### src/pts_pkg.sv
// Package for the periodic timer with prescale
package pts_pkg;
// Behaviour
// - Timer on: count increments from zero once per prescaled instruction tick
// - Prescale field: 00 divides by 1, 01 by 4, 1x by 16
// - Count compared with period every cycle; equality at a prescaled tick gives match output
// - On a match the count returns to zero at that same tick instead of incrementing
// - Matches clock a postscaler, ratio field code plus one, 1:1 to 1:16
// - Control bit 2 runs the timer; cleared it halts counting
// - Count and period registers readable and writable at any time
// - Reset clears count and sets period to all ones
// - Prescaler and postscaler cleared on count write, control write, reset
// - Control write leaves the count value unchanged
// - Control bit 7 reads zero; other control bits reset to zero
// - Interrupt request comes from match through the postscaler
// - Match output offered as shift clock for the sync serial port
    localparam logic [3:0] ADDR_CONTROL = 4'h0;
    localparam logic [3:0] ADDR_COUNT = 4'h1;
    localparam logic [3:0] ADDR_PERIOD = 4'h2;
    localparam logic [3:0] ADDR_STATUS = 4'h3;
    localparam logic [3:0] ADDR_MASK = 4'h4;
    localparam int CTRL_ON_BIT = 2;
    localparam int CTRL_PRE_LSB = 0;
    localparam int CTRL_POST_LSB = 3;
    localparam logic [7:0] CTRL_WMASK = 8'h7f;
    localparam logic [7:0] CONTROL_RESET = 8'h00;
    localparam logic [7:0] COUNT_RESET = 8'h00;
    localparam logic [7:0] PERIOD_RESET = 8'hff;
    localparam int INSTR_DIV = 4;
    localparam logic [1:0] PRE_DIV1 = 2'h0;
    localparam logic [1:0] PRE_DIV4 = 2'h1;
    localparam logic [3:0] PRE_LAST1 = 4'h0;
    localparam logic [3:0] PRE_LAST4 = 4'h3;
    localparam logic [3:0] PRE_LAST16 = 4'hf;
    typedef struct packed {
        logic [3:0] postscale_select;
        logic timer_on;
        logic [1:0] prescale_select;
    } pts_ctrl_t;
    typedef enum logic [1:0] {
        PTS_IDLE = 2'b00,
        PTS_ANSWER = 2'b01
    } pts_bus_t;
endpackage

### src/pts_timer.sv
// Periodic timer with prescaler, postscaler and Avalon-MM registers
//
// Decided for this implementation: the register offsets and the Avalon-MM register port.
`timescale 1ns/1ps
`default_nettype none
module pts_timer (
    // Clock and reset
    input wire logic ref_clk,
    input wire logic rstn,
    // Avalon-MM slave
    input wire logic [3:0] avs_address,
    input wire logic avs_read,
    input wire logic avs_write,
    input wire logic [31:0] avs_writedata,
    output logic [31:0] avs_readdata,
    output logic avs_waitrequest,
    // Timer outputs
    output logic match_out,
    output logic irq
);
    logic [7:0] count_value, next_count;
    logic [7:0] period_value, next_period;
    pts_pkg::pts_ctrl_t timer_control, next_control;
    logic rd_acc;
    logic [1:0] quarter, next_quarter;
    logic [3:0] prescale, next_prescale;
    logic [3:0] postscale, next_postscale;
    logic flag, next_flag;
    logic mask, next_mask;
    logic [31:0] next_rdata;
    logic next_match, next_irq;
    pts_pkg::pts_bus_t bus_state, next_bus;
    logic instr_tick, pre_tick, wr_acc, wr_ctrl, wr_count, hit, post_done;
    logic [3:0] pre_last;

    // Writes land at the edge where waitrequest is seen low
    assign wr_acc = avs_write && bus_state == pts_pkg::PTS_ANSWER;
    assign rd_acc = avs_read && bus_state == pts_pkg::PTS_IDLE;
    assign wr_ctrl = wr_acc && avs_address == pts_pkg::ADDR_CONTROL;
    assign wr_count = wr_acc && avs_address == pts_pkg::ADDR_COUNT;
    assign instr_tick = quarter == 2'(pts_pkg::INSTR_DIV - 1);
    always_comb begin
        case (timer_control.prescale_select)
            pts_pkg::PRE_DIV1: pre_last = pts_pkg::PRE_LAST1;
            pts_pkg::PRE_DIV4: pre_last = pts_pkg::PRE_LAST4;
            default: pre_last = pts_pkg::PRE_LAST16;
        endcase
    end
    assign pre_tick = timer_control.timer_on && instr_tick
        && prescale == pre_last;
    assign hit = count_value == period_value;
    assign post_done = pre_tick && hit
        && postscale == timer_control.postscale_select;

    always_comb begin
        next_quarter = quarter + 2'h1;
        next_prescale = prescale;
        next_postscale = postscale;
        next_count = count_value;
        next_period = period_value;
        next_control = timer_control;
        next_flag = flag;
        next_mask = mask;
        if (timer_control.timer_on && instr_tick) begin
            next_prescale = (prescale == pre_last) ? 4'h0 : prescale + 4'h1;
        end
        if (pre_tick) begin
            if (hit) begin
                next_count = pts_pkg::COUNT_RESET;
                next_postscale = post_done ? 4'h0 : postscale + 4'h1;
            end else begin
                next_count = count_value + 8'h01;
            end
        end
        // sticky flag, set wins over clear
        if (wr_acc && avs_address == pts_pkg::ADDR_STATUS
            && avs_writedata[0]) begin
            next_flag = 1'b0;
        end
        if (post_done) begin
            next_flag = 1'b1;
        end
        if (wr_count) begin
            next_count = avs_writedata[7:0];
        end
        if (wr_acc && avs_address == pts_pkg::ADDR_PERIOD) begin
            next_period = avs_writedata[7:0];
        end
        if (wr_acc && avs_address == pts_pkg::ADDR_MASK) begin
            next_mask = avs_writedata[0];
        end
        if (wr_ctrl) begin
            next_control = pts_pkg::pts_ctrl_t'(avs_writedata[6:0]
                & pts_pkg::CTRL_WMASK[6:0]);
        end
        if (wr_ctrl || wr_count) begin
            next_prescale = 4'h0;
            next_postscale = 4'h0;
        end
    end

    // match for serial port shift clock
    assign next_match = pre_tick && hit;
    assign next_irq = next_flag && next_mask;

    always_comb begin
        next_bus = bus_state;
        next_rdata = avs_readdata;
        case (bus_state)
            pts_pkg::PTS_IDLE: begin
                if (avs_read || avs_write) begin
                    next_bus = pts_pkg::PTS_ANSWER;
                end
                if (avs_read) begin
                    case (avs_address)
                        pts_pkg::ADDR_CONTROL:
                            next_rdata = {25'h0, timer_control};
                        pts_pkg::ADDR_COUNT: next_rdata = {24'h0, count_value};
                        pts_pkg::ADDR_PERIOD:
                            next_rdata = {24'h0, period_value};
                        pts_pkg::ADDR_STATUS: next_rdata = {31'h0, flag};
                        pts_pkg::ADDR_MASK: next_rdata = {31'h0, mask};
                        default: next_rdata = 32'h0;
                    endcase
                end
            end
            pts_pkg::PTS_ANSWER: next_bus = pts_pkg::PTS_IDLE;
            default: next_bus = pts_pkg::PTS_IDLE;
        endcase
    end

    always_ff @(posedge ref_clk or negedge rstn) begin
        if (!rstn) begin
            quarter <= 2'h0;
            prescale <= 4'h0;
            postscale <= 4'h0;
            count_value <= pts_pkg::COUNT_RESET;
            period_value <= pts_pkg::PERIOD_RESET;
            timer_control <= pts_pkg::pts_ctrl_t'(pts_pkg::CONTROL_RESET[6:0]);
            flag <= 1'b0;
            mask <= 1'b0;
            match_out <= 1'b0;
            irq <= 1'b0;
            bus_state <= pts_pkg::PTS_IDLE;
            avs_readdata <= 32'h0;
            avs_waitrequest <= 1'b1;
        end else begin
            quarter <= next_quarter;
            prescale <= next_prescale;
            postscale <= next_postscale;
            count_value <= next_count;
            period_value <= next_period;
            timer_control <= next_control;
            flag <= next_flag;
            mask <= next_mask;
            match_out <= next_match;
            irq <= next_irq;
            bus_state <= next_bus;
            avs_readdata <= next_rdata;
            avs_waitrequest <= !(next_bus == pts_pkg::PTS_ANSWER);
        end
    end

    AST_CLEAR: assert property (@(posedge ref_clk) disable iff (!rstn)
        pre_tick && hit && !wr_count |=> count_value == 8'h00)
        else $error("count not cleared after match");
    AST_INC: assert property (@(posedge ref_clk) disable iff (!rstn)
        pre_tick && !hit && !wr_count |=> count_value == $past(count_value)
        + 8'h01)
        else $error("count did not increment");
    AST_OFF: assert property (@(posedge ref_clk) disable iff (!rstn)
        !timer_control.timer_on && !wr_count |=> $stable(count_value))
        else $error("count moved while off");
    AST_MATCH: assert property (@(posedge ref_clk) disable iff (!rstn)
        match_out |-> $past(hit) && $past(pre_tick))
        else $error("match without compare");
    AST_STICKY: assert property (@(posedge ref_clk) disable iff (!rstn)
        flag && !(wr_acc && avs_address == pts_pkg::ADDR_STATUS) |=> flag)
        else $error("flag dropped");
    AST_IRQ: assert property (@(posedge ref_clk) disable iff (!rstn)
        irq == (flag && mask))
        else $error("irq mismatch");
    AST_CTRLW: assert property (@(posedge ref_clk) disable iff (!rstn)
        wr_ctrl && !pre_tick |=> $stable(count_value))
        else $error("control write changed count");
    AST_SCLR: assert property (@(posedge ref_clk) disable iff (!rstn)
        wr_ctrl || wr_count |=> prescale == 4'h0 && postscale == 4'h0)
        else $error("scalers not cleared");
    AST_BIT7: assert property (@(posedge ref_clk) disable iff (!rstn)
        !avs_waitrequest && $past(avs_address) == pts_pkg::ADDR_CONTROL
        |-> avs_readdata[7] == 1'b0)
        else $error("bit 7 set");
    // postscale ratio 1:1 flags each match
    AST_POST1: assert property (@(posedge ref_clk) disable iff (!rstn)
        timer_control.postscale_select == 4'h0 && pre_tick && hit
        && !wr_ctrl && !wr_count |=> flag)
        else $error("1:1 postscale missed");
    AST_WAIT_IDLE: assert property (@(posedge ref_clk) disable iff (!rstn)
        bus_state == pts_pkg::PTS_IDLE |-> avs_waitrequest)
        else $error("waitrequest low while idle");
    AST_WAIT_ANSWER: assert property (@(posedge ref_clk) disable iff (!rstn)
        rd_acc || (avs_write && bus_state == pts_pkg::PTS_IDLE)
        |=> !avs_waitrequest)
        else $error("request not answered");
    AST_WAIT_ONE: assert property (@(posedge ref_clk) disable iff (!rstn)
        !avs_waitrequest |=> avs_waitrequest)
        else $error("waitrequest low too long");
    AST_RD_COUNT: assert property (@(posedge ref_clk) disable iff (!rstn)
        rd_acc && avs_address == pts_pkg::ADDR_COUNT
        |=> avs_readdata == {24'h0, $past(count_value)})
        else $error("count read wrong");
    AST_RD_PERIOD: assert property (@(posedge ref_clk) disable iff (!rstn)
        rd_acc && avs_address == pts_pkg::ADDR_PERIOD
        |=> avs_readdata == {24'h0, $past(period_value)})
        else $error("period read wrong");
    AST_RD_STATUS: assert property (@(posedge ref_clk) disable iff (!rstn)
        rd_acc && avs_address == pts_pkg::ADDR_STATUS
        |=> avs_readdata == {31'h0, $past(flag)})
        else $error("status read wrong");
    AST_RD_MASK: assert property (@(posedge ref_clk) disable iff (!rstn)
        rd_acc && avs_address == pts_pkg::ADDR_MASK
        |=> avs_readdata == {31'h0, $past(mask)})
        else $error("mask read wrong");
    AST_UNMAPPED: assert property (@(posedge ref_clk) disable iff (!rstn)
        rd_acc && avs_address > pts_pkg::ADDR_MASK
        |=> avs_readdata == 32'h0)
        else $error("unmapped read not zero");
    AST_WR_COUNT: assert property (@(posedge ref_clk) disable iff (!rstn)
        wr_count |=> count_value == $past(avs_writedata[7:0]))
        else $error("count write lost");
    AST_WR_PERIOD: assert property (@(posedge ref_clk) disable iff (!rstn)
        wr_acc && avs_address == pts_pkg::ADDR_PERIOD
        |=> period_value == $past(avs_writedata[7:0]))
        else $error("period write lost");
    AST_PERIOD_HOLD: assert property (@(posedge ref_clk) disable iff (!rstn)
        !(wr_acc && avs_address == pts_pkg::ADDR_PERIOD)
        |=> $stable(period_value))
        else $error("period changed unasked");
    AST_WR_CTRL: assert property (@(posedge ref_clk) disable iff (!rstn)
        wr_ctrl |=> timer_control == $past(avs_writedata[6:0]))
        else $error("control write lost");
    AST_OFF_NO_MATCH: assert property (@(posedge ref_clk) disable iff (!rstn)
        !timer_control.timer_on |=> !match_out)
        else $error("match while off");
    AST_HIT_MATCH: assert property (@(posedge ref_clk) disable iff (!rstn)
        pre_tick && hit |=> match_out)
        else $error("match pulse missed");
    AST_MATCH_PULSE: assert property (@(posedge ref_clk) disable iff (!rstn)
        match_out |=> !match_out)
        else $error("match pulse too long");
    AST_FLAG_SET: assert property (@(posedge ref_clk) disable iff (!rstn)
        post_done |=> flag)
        else $error("flag not set");
    AST_FLAG_CLR: assert property (@(posedge ref_clk) disable iff (!rstn)
        flag && !post_done && wr_acc && avs_writedata[0]
        && avs_address == pts_pkg::ADDR_STATUS |=> !flag)
        else $error("flag not cleared");
    AST_IRQ_OFF: assert property (@(posedge ref_clk) disable iff (!rstn)
        !mask && !(wr_acc && avs_address == pts_pkg::ADDR_MASK)
        |=> !irq)
        else $error("irq while masked");
    AST_PRE_RANGE: assert property (@(posedge ref_clk) disable iff (!rstn)
        prescale <= pre_last)
        else $error("prescaler out of range");
    AST_POST_RANGE: assert property (@(posedge ref_clk) disable iff (!rstn)
        postscale <= timer_control.postscale_select)
        else $error("postscaler out of range");
    AST_DIV1: assert property (@(posedge ref_clk) disable iff (!rstn)
        timer_control.timer_on && instr_tick
        && timer_control.prescale_select == pts_pkg::PRE_DIV1
        |-> pre_tick)
        else $error("divide by one skipped tick");
    AST_INSTR: assert property (@(posedge ref_clk) disable iff (!rstn)
        instr_tick |-> ##4 instr_tick)
        else $error("instruction tick spacing");
    COV_MATCH: cover property (@(posedge ref_clk) match_out);
    COV_IRQ: cover property (@(posedge ref_clk) $rose(irq));
    COV_WRAP: cover property (@(posedge ref_clk) post_done && !wr_ctrl);
    COV_DIV16: cover property (@(posedge ref_clk)
        pre_tick && timer_control.prescale_select[1]);
    COV_FLAG_CLR: cover property (@(posedge ref_clk) $fell(flag));
endmodule
`default_nettype wire

### config.mk
export PLATFORM = sky130hd
export DESIGN_NAME = pts_timer
export DESIGN_NICKNAME = d
export VERILOG_FILES = /design/src/pts_pkg.sv /design/src/pts_timer.sv
export SDC_FILE = /design/constraint.sdc
export NUM_CORES = 1
export LEC_CHECK = 0
export BUFFER_PORTS_ARGS = -buffer_cell sky130_fd_sc_hd__buf_2
export CORE_MARGIN = 1
export CORE_UTILIZATION = 23
export CTS_CLUSTER_SIZE = 24
export DETAILED_ROUTE_END_ITERATION = 6
export SYNTH_ARGS = -nofsm -noshare
export SYNTH_HDL_FRONTEND = slang
export SYNTH_SLANG_ARGS = --single-unit
### constraint.sdc
create_clock -name ref_clk -period 2.2 [get_ports ref_clk]
set_input_delay 0.44 -clock ref_clk [delete_from_list [all_inputs] [get_ports ref_clk]]
set_output_delay 0.44 -clock ref_clk [all_outputs]
set_load 0.02 [all_outputs]
Word-level counts from Yosys, hierarchy flattened --
Index checks and enable logic that the tools add are counted.
Word-level totals: word-level logic and storage cells 71, register bits 72, input port bits 40, output and inout bits 35
Cells by class: add/sub/neg operators 4, reduce and logical (&&, ||, !) cells 24, eq/ne operators 11, mux-type cells 17
Operator list (number):
- $pmux 8 s5 | 1
- $mux 4 | 7
- $mux 8 | 3
- $logic_and 1x1->1 | 12
- $add 4x1->4 const B | 2
- $add 8x1->8 const B | 1
- $eq 4x2->1 const B | 2
- $eq 4x4->1 | 2
- $eq 8x8->1 | 1
- $pmux 4 s2 | 1
- $reduce_bool 2->1 | 4
- $eq 2x1->1 const B | 3
- $eq 4x1->1 const B | 1
- $eq 4x3->1 const B | 1
- $logic_not 2->1 | 2
- $logic_not 4->1 | 1
- $mux 2 | 2
- $reduce_and 2->1 | 2
- $mux 1 | 3
- $add 2x1->2 const B | 1
- $eq 2x2->1 const B | 1
- $logic_or 1x1->1 | 2
- $logic_not 1->1 | 1

Logic depth before layout (Yosys ltp) --
Gate-level depths: netlist of run 1.
depth after elaboration 10, gate-level depth with buffers 7, gate-level depth less buffers 6

Worst setup path before layout of run 1 --
Ideal clock, no wire load.
path kind input to register, start input port avs_address[3], end register timer_control[0] (netlist name), stages on the path 5, required time 2075 ps, buffers on the path 2, setup time 125 ps, arrival 1812 ps, slack 264 ps, path through clkbuf_1 > nor4_2 > nor2b_1 > buf_2 > mux2_2
On the way: cells in the longest elaborated chain, start to end 2
RTL lines:
- start: declaration | RTL line pts_timer.sv:11 | input wire logic [3:0] avs_address,
- $logic_not 4->1 | RTL line pts_timer.sv:39 | assign wr_ctrl = wr_acc && avs_address == pts_pkg::ADDR_CONTROL;
- $logic_and 1x1->1 | RTL line pts_timer.sv:39
- end signal: assignment | RTL line pts_timer.sv:139 | timer_control <= pts_pkg::pts_ctrl_t'(pts_pkg::CONTROL_RESET[6:0]);
- end signal: assignment | RTL line pts_timer.sv:153 | timer_control <= next_control;
- end: declaration | RTL line pts_timer.sv:23 | pts_pkg::pts_ctrl_t timer_control, next_control;
Every way passes these cells. A chain may end at the register's enable or synchronous reset.

Final worst setup path of run 1 --
start register prescale[0], end register postscale[2]
On the way: cells in the longest elaborated chain, start to end 8, elaborated cells on any way between the ends 10, classes of those cells eq/ne (1); mux (4); reduce/logical (5)
RTL lines:
- start: declaration | RTL line pts_timer.sv:26 | logic [3:0] prescale, next_prescale;
- start signal: assignment | RTL line pts_timer.sv:149 | prescale <= next_prescale;
- $eq 4x4->1 (*) | RTL line pts_timer.sv:50 | && prescale == pre_last;
- $logic_and 1x1->1 (*) | RTL line pts_timer.sv:50
- $logic_and 1x1->1 | RTL line pts_timer.sv:52 | assign post_done = pre_tick && hit
- $logic_and 1x1->1 | RTL line pts_timer.sv:53 | && postscale == timer_control.postscale_select;
- $mux 4 | RTL line pts_timer.sv:70 | next_postscale = post_done ? 4'h0 : postscale + 4'h1;
- $mux 4 | RTL line pts_timer.sv:68 | if (hit) begin
- $mux 4 | RTL line pts_timer.sv:67 | if (pre_tick) begin
- $mux 4 | RTL line pts_timer.sv:96 | if (wr_ctrl || wr_count) begin
- end signal: assignment | RTL line pts_timer.sv:150 | postscale <= next_postscale;
- end: declaration | RTL line pts_timer.sv:27 | logic [3:0] postscale, next_postscale;
Every way passes the cells marked *; elsewhere a longest branch is shown, timed or not. The select of a mux whose other input is x is not followed.

==> results of run 1 <==
-- cells by family (layout without fill, tap and decap cells) --
kind of cell             count (synthesis)  count (layout)  synth area share, %
buffers and inverters                   43              53                9.431
multiplexers                            24              24                9.662
AO/OA/AOI/OAI                           56              56                13.87
flip-flops                              48              48                44.80
XOR/XNOR                                12              12                3.883
other                                    1              25               0.1386
adder cells (fa/ha/maj)                  4               4                1.849
AND/OR/NAND/NOR                         82              82                16.37
-- layer usage --
layer | up-vias | wire length, µm | track usage, %
met3 | 6 | 359 | 3.183
met1 | 1023 | 2677 | 12.65
met4 | 0 | 85 | 3.467
met5 | - | 0 | 0
met2 | 79 | 2955 | 17.43
li1 | 994 | - | -
-- area by class of cell --
class	instances	share of cell area [%]
flip-flops and latches	48	38.56
multi-input cells	203	42.62
repair buffers	40	7.879
inverters	5	0.5969
well taps	143	5.690
clock buffers	8	4.656
-- state kept, by name, summed over array words and instances (netlist names) --
name and flops:
match_out 1, postscale 4, irq 1, prescale 4, period_value 8, flag 1
bus_state 2, timer_control 7, avs_waitrequest 1, avs_readdata 8, quarter 2, mask 1
count_value 8
-- timing repair --
| item | 4_1_cts | 5_1_grt |
|---|---|---|
| endpoints found under the setup margin | 0 | 1 |
| resized for setup | 0 | 1 |
| buffers inserted | 0 | 0 |
-- synthesized netlist by cell type (2+ instances only) --
cell       n  share of area (%)
dfrtp_1   39                 36
buf_4     24                6.7
nand2_1   24                3.3
o21ai_0   18                3.3
mux2_2    17                7.1
a21oi_1   13                2.4
nor3_1    10                1.8
clkbuf_1   9                1.2
dfstp_2    9                8.7
a22o_1     8                2.6
xor2_1     8                2.6
mux2i_1    7                2.6
nand3_1    7                1.3
nor2_1     7               0.97
a32oi_1    6                1.9
inv_1      5               0.69
nor4_1     5                1.2
a31oi_1    4               0.92
ha_1       4                1.8
nor2b_1    4               0.92
or4_1      4                1.1
xnor2_1    4                1.3
buf_2      3               0.55
o31ai_1    3               0.83
or2_2      3               0.69
or3_1      3               0.69
a22oi_1    2               0.55
and2_1     2               0.46
and4_1     2               0.65
buf_1      2               0.28
nand2b_1   2               0.46
nand3b_1   2               0.55
nand4_1    2               0.46
-- worst max-delay path, cell delays in order, from the launching register on --
cell       delay [ps]
dfrtp_1           430
or3_4             410
a2111oi_4         370
nor2_2            130
or4_1             490
a21oi_1           150
-- per-stage QoR --
| step | cell area (µm²) | util [%] |
|---|---|---|
| finish | 3144 | 27.54 |
| floorplan | 2796 | - |
| detailed placement | 2993 | 26.21 |
| CTS | 3139 | 27.49 |
| global route | 3144 | 27.54 |
| global placement | 2993 | 26.21 |
-- placed cells by master, fill, tap and decap left out, drive strengths merged --
master / netlist / final
buf: 29 / 40
dfrtp: 39 / 39
conb: 1 / 25
nand2: 24 / 24
o21ai: 18 / 18
mux2: 17 / 17
a21oi: 13 / 13
nor3: 10 / 10
dfstp: 9 / 9
xor2: 8 / 8
a22o: 8 / 8
nor2: 8 / 8
clkbuf: 9 / 8
nand3: 7 / 7
mux2i: 7 / 7
a32oi: 6 / 6
nor4: 6 / 6
inv: 5 / 5
xnor2: 4 / 4
nor2b: 4 / 4
a31oi: 4 / 4
or4: 4 / 4
ha: 4 / 4
or3: 4 / 4
or2: 3 / 3
o31ai: 3 / 3
nand4: 2 / 2
nand3b: 2 / 2
and2: 2 / 2
and4: 2 / 2
nand2b: 2 / 2
a22oi: 2 / 2
a211oi: 1 / 1
a2111oi: 1 / 1
nor4b: 1 / 1
nand4b: 1 / 1
-- power groups by stage --
stage / Sequential, mW / Combinational (mW) / Clock [mW]
floorplan: 1.10 / 0.319 / 0
global route: 1.12 / 0.472 / 0.821
detailed placement: 1.12 / 0.417 / 0
finish: 1.10 / 0.418 / 0.770
global placement: 1.11 / 0.407 / 0
CTS: 1.10 / 0.420 / 0.787
-- final timing paths --
path / from / end / slack [ps] / cells past startpoint
min in group ref_clk: avs_read / avs_waitrequest$_DFF_PN1_ / 350 / 2
setup / recovery: prescale[0]$_DFFE_PN0P_ / postscale[2]$_DFFE_PN0P_ / 140 / 5
hold reg to reg: quarter[0]$_DFF_PN0_ / quarter[0]$_DFF_PN0_ / 430 / 1
max in group asynchronous: rstn / period_value[7]$_DFFE_PN1P_ / 1420 / 2
setup reg to reg: prescale[0]$_DFFE_PN0P_ / postscale[2]$_DFFE_PN0P_ / 140 / 5
hold / removal: rstn / prescale[2]$_DFFE_PN0P_ / 150 / 1
==> key figures, run 1 <==
Detailed routing
  – DRT antenna net count: 0
  – First-pass iteration count of the detailed router: 4
  – DRT iter0 DRCs: 78
  – WL per Instance: 13.60 µm
  – Remaining design rule violation count: 0
  – Via density per instance: 4.702
  – Vias: 2,102
  – Total wire length: 6077 µm

Timing
  – Hold Violations, Final: 0
  – Fin Hold WS: 154.6 ps
  – Final worst path period share: 93.79%
  – Final WS setup: 136.6 ps
  – Tmin final: 2063 ps
  – Fin Setup TNS: 0 ps
  – Slew at the pin closest to its max-slew limit: 601.4 ps
  – Final Skew: 5.599 ps
  – Final setup viols: 0
  – Worst slew margin: 59.91%
  – RSZ-0062 raised after global routing: no
  – Fmax: 484.6 MHz
  – Max-slew violations: 0

Setup path
  – Element type at the critical path end: flip-flop
  – Worst EP arrival: 2280 ps
  – CP startpoint kind: flip-flop
  – Critical path class: reg2reg
  – CP Max Fanout: 8
  – CP Data Required Time: 2420 ps

Pwr
  – Sw Share: 29.03%
  – Psw: 664.3 µW
  – Sequential share of power: 48.1%
  – Peak VDD IR: 256.4 µV
  – PwrDens: 727.8 nW/µm²
  – Pleak: 1.365 nW
  – Total power: 2.288 mW
  – Cell Int Power: 1.624 mW
  – Combinational power share: 18.3%
  – Clock network fraction of design power: 33.6%

Yosys
  – Share of synthesized registers carrying an async set or reset: 100.0%
  – Cell Area, Synth: 2706 µm²
  – Dominant register cell in the synthesized netlist: dfrtp_1
  – Yosys warning count: 0
  – Synth Area per Inst: 10.02 µm²
  – Post-synth EDFFs: 0
  – Register area share after synthesis: 44.80%
  – Mapped Cells: 270
  – Flops & latches, synth: 48
  – Count of different cell masters after synthesis: 41

GRT
  – Global-route wire length before repair: 10,180 µm
  – Number of global-route vias before repair: 2,036
  – GRT overflow: 0
  – Pin count of the biggest net entering global routing: 26
  – Initial antenna violation count: 0
  – Gr usage total: 10.41%

Placement
  – DP HPWL: 4547 µm
  – # port buffers: 26
  – Dpl cells: 439
  – GP Congestion: 0.8092
  – Setup slack at placement: 147.8 ps

Final layout
  – Share of cells above drive strength 1: 26.64%
  – Fillers: 1,178
  – Number of antenna diodes: 0
  – Final Instance Count excl. Fillers: 447
  – Fin nets: 347
  – FF/Latch Area: 1212 µm²
  – Area occupied by multi-input gates: 1340 µm²
  – P&R area growth vs syn: 16.18%

Floorplanning
  – Full die area: 12,200 µm²
  – I/O Pins: 75
  – Total core area: 11,420 µm²
  – Die W: 110.5 µm
  – Die H: 110.5 µm
  – Initial core utilization: 23.70%
  – # rows: 39

Clock network
  – CTS tree: done
  – Max clock buf depth: 2
  – CTS Buf Count: 5
  – Post-CTS Hold Buffers: 0
  – Clock transition at path regs: 60 ps
  – CTS Sinks: 48
  – Clk root buf: clkbuf_16
  – # H-tree levels: 2
  – Worst-Skew Late Latency: 290 ps

Worst hold path
  – Hold crit path type: in2async

Status
  – Outcome: finished, final reports clean

Flow run
  – Max_cap viols: 0
Power figures use the tool's default switching activity.
==> run 2, diff against run 1 <==
--- a/config.mk
+++ b/config.mk
@@ -10,6 +10,7 @@
 export CORE_UTILIZATION = 23
 export CTS_CLUSTER_SIZE = 24
 export DETAILED_ROUTE_END_ITERATION = 6
+export PLACE_DENSITY = 0.46
 export SYNTH_ARGS = -nofsm -noshare
 export SYNTH_HDL_FRONTEND = slang
 export SYNTH_SLANG_ARGS = --single-unit
==> run 2 against run 1 <==
  * Sequential power is essentially flat
  * Largest cell class unchanged
  * Non-clock buffer count rose by 3
  * Clock-buffer cell count down 3
  * Largest power group unchanged
  * Highest routed layer unchanged
  * Core utilization up 0.23 points
  * Critical path type unchanged
  * Final cell count up 0.67%
==> key figures, run 2 (synthesized netlist as in run 1, its figures left out) <==
Status
  – Outcome: finished, final reports clean

Setup path
  – FF-to-FF path depth: 5
  – Crit path depth: 5
  – CP endpoint: postscale[3]$_DFFE_PN0P_
  – CP startpoint kind: flip-flop
  – WP buf/inv: 0
  – Slowest CP cell: or4_1
  – CP Data Required Time: 2410 ps
  – RR Endpoint: postscale[3]$_DFFE_PN0P_
  – Reg-to-reg critical path startpoint: prescale[1]$_DFFE_PN0P_
  – Critical path class: reg2reg
  – Family with the most delay on the worst path: simple AND/OR/NAND/NOR gates
  – Max stage delay on crit path: 480 ps
  – Element type at the critical path end: flip-flop
  – Worst-path cell chain: or3_4, a2111oi_4, nor2_2, or4_1, a21oi_1
  – Worst EP arrival: 2240 ps
  – CP startpoint: prescale[1]$_DFFE_PN0P_
  – CP Max Fanout: 8
  – Worst reg-to-reg setup slack: 170 ps

Detailed routing
  – DRT iter0 DRCs: 114
  – WL per Instance: 13.88 µm
  – First-pass iteration count of the detailed router: 5
  – Remaining design rule violation count: 0
  – Via density per instance: 4.562
  – Vias: 2,053
  – Total wire length: 6245 µm
  – DRT antenna net count: 0

Timing
  – Final setup viols: 0
  – Max-slew violations: 0
  – Slew at the pin closest to its max-slew limit: 647.2 ps
  – Worst slew margin: 56.85%
  – Final Skew: 9.777 ps
  – Tmin final: 2034 ps
  – Hold Violations, Final: 0
  – Fin Hold WS: 243.3 ps
  – Final worst path period share: 92.47%
  – RSZ-0062 raised after global routing: no
  – Fmax: 491.6 MHz
  – Fin Setup TNS: 0 ps

Pwr
  – Pleak: 1.382 nW
  – PwrDens: 762.4 nW/µm²
  – Peak VDD IR: 341.0 µV
  – Total power: 2.417 mW

Clock network
  – CTS Sinks: 48
  – Clock transition at path regs: 70 ps
  – Clk root buf: clkbuf_16
  – Post-CTS Hold Buffers: 0
  – Max clock buf depth: 2
  – Worst-Skew Late Latency: 290 ps
  – CTS Buf Count: 5
  – # H-tree levels: 2
  – Post-cts sizing count: 0
  – CTS tree: done
  – Number of post-CTS setup repair buffers: 0

Worst hold path
  – Hold crit path type: in2async

Placement
  – GP Congestion: 0.7488
  – DP HPWL: 4593 µm
  – Dpl cells: 442
  – Placed cell area: 3003 µm²
  – # port buffers: 26

Final layout
  – Number of antenna diodes: 0
  – Final Instance Area: 3171 µm²
  – Most frequent cells in the layout: dfrtp_1 (39), buf_2 (26), conb_1 (25), nand2_1 (24), o21ai_0 (18)
  – Commonest non-fill, non-tap cell in the layout: dfrtp_1
  – Final Instance Count excl. Fillers: 450
  – Fin nets: 350
  – Fillers: 1,215
  – Largest regs: avs_readdata: 8 flops, count_value: 8 flops, period_value: 8 flops
  – P&R area growth vs syn: 17.15%
  – Share of cells above drive strength 1: 27.69%

Floorplanning
  – Die W: 110.5 µm
  – Total core area: 11,420 µm²
  – # rows: 39
  – I/O Pins: 75
  – Initial core utilization: 23.70%
  – Die H: 110.5 µm
  – Full die area: 12,200 µm²

GRT
  – Global-route wire length before repair: 10,480 µm
  – Initial antenna violation count: 0
  – Gr usage total: 10.75%
  – GRT overflow: 0
  – Number of global-route vias before repair: 1,980
  – Pin count of the biggest net entering global routing: 49

Flow run
  – Max_cap viols: 0
==> run 2: cell types whose count changed in the layout (fill, tap and decap cells not counted), sizes merged <==
cell      change
clkbuf        -3
bufinv        +1
buf           +3
clkinvlp      +1
clkinv        +1
==> run 2: where the power goes <==
| part | internal, mW | leakage, nW | switching (mW) |
|---|---|---|---|
| combinational | 0.190 | 0.723 | 0.249 |
| clock | 0.535 | 0.0798 | 0.348 |
| sequential | 0.990 | 0.580 | 0.106 |
==> run 2: cell type report <==
cell class / count / area [µm²] / area share (%)
tap: 143 / 178.9 / 5.643
clock buffer: 5 / 125.1 / 3.946
inverter: 5 / 18.77 / 0.5919
multi-input combinational: 203 / 1335 / 42.11
clock inverter: 3 / 42.54 / 1.342
sequential: 48 / 1212 / 38.24
timing repair buffer: 43 / 257.7 / 8.129
==> run 2: metal layers <==
layer  global-route usage [%]  wire length (µm)  vias to the layer above  share of wire [%]
li1                         -                 -                     1002                  -
met1                    14.52              2988                      988                 48
met2                    17.31              2955                       59                 47
met3                    2.305               225                        4                3.6
met4                    2.933                76                        0                1.2
met5                        0                 0                        -                  0
==> run 2: how the worst min path moves through the flow <==
stage,end,cells after the start
2_1_floorplan,avs_readdata[0]$_DFFE_PN0P_,0
3_3_place_gp,quarter[0]$_DFF_PN0_,1
3_5_place_dp,quarter[0]$_DFF_PN0_,1
4_1_cts,bus_state[0]$_DFF_PN0_,2
5_1_grt,bus_state[1]$_DFF_PN0_,2
6_report,bus_state[1]$_DFF_PN0_,2
==> run 2: per-stage QoR <==
stage	setup slack (ps)	util, %
after CTS	151.9	27.77
after global placement	201.9	26.30
after detailed placement	175.3	26.30
final	165.6	27.77
after global routing	38.90	27.77
after floorplan	263.6	-
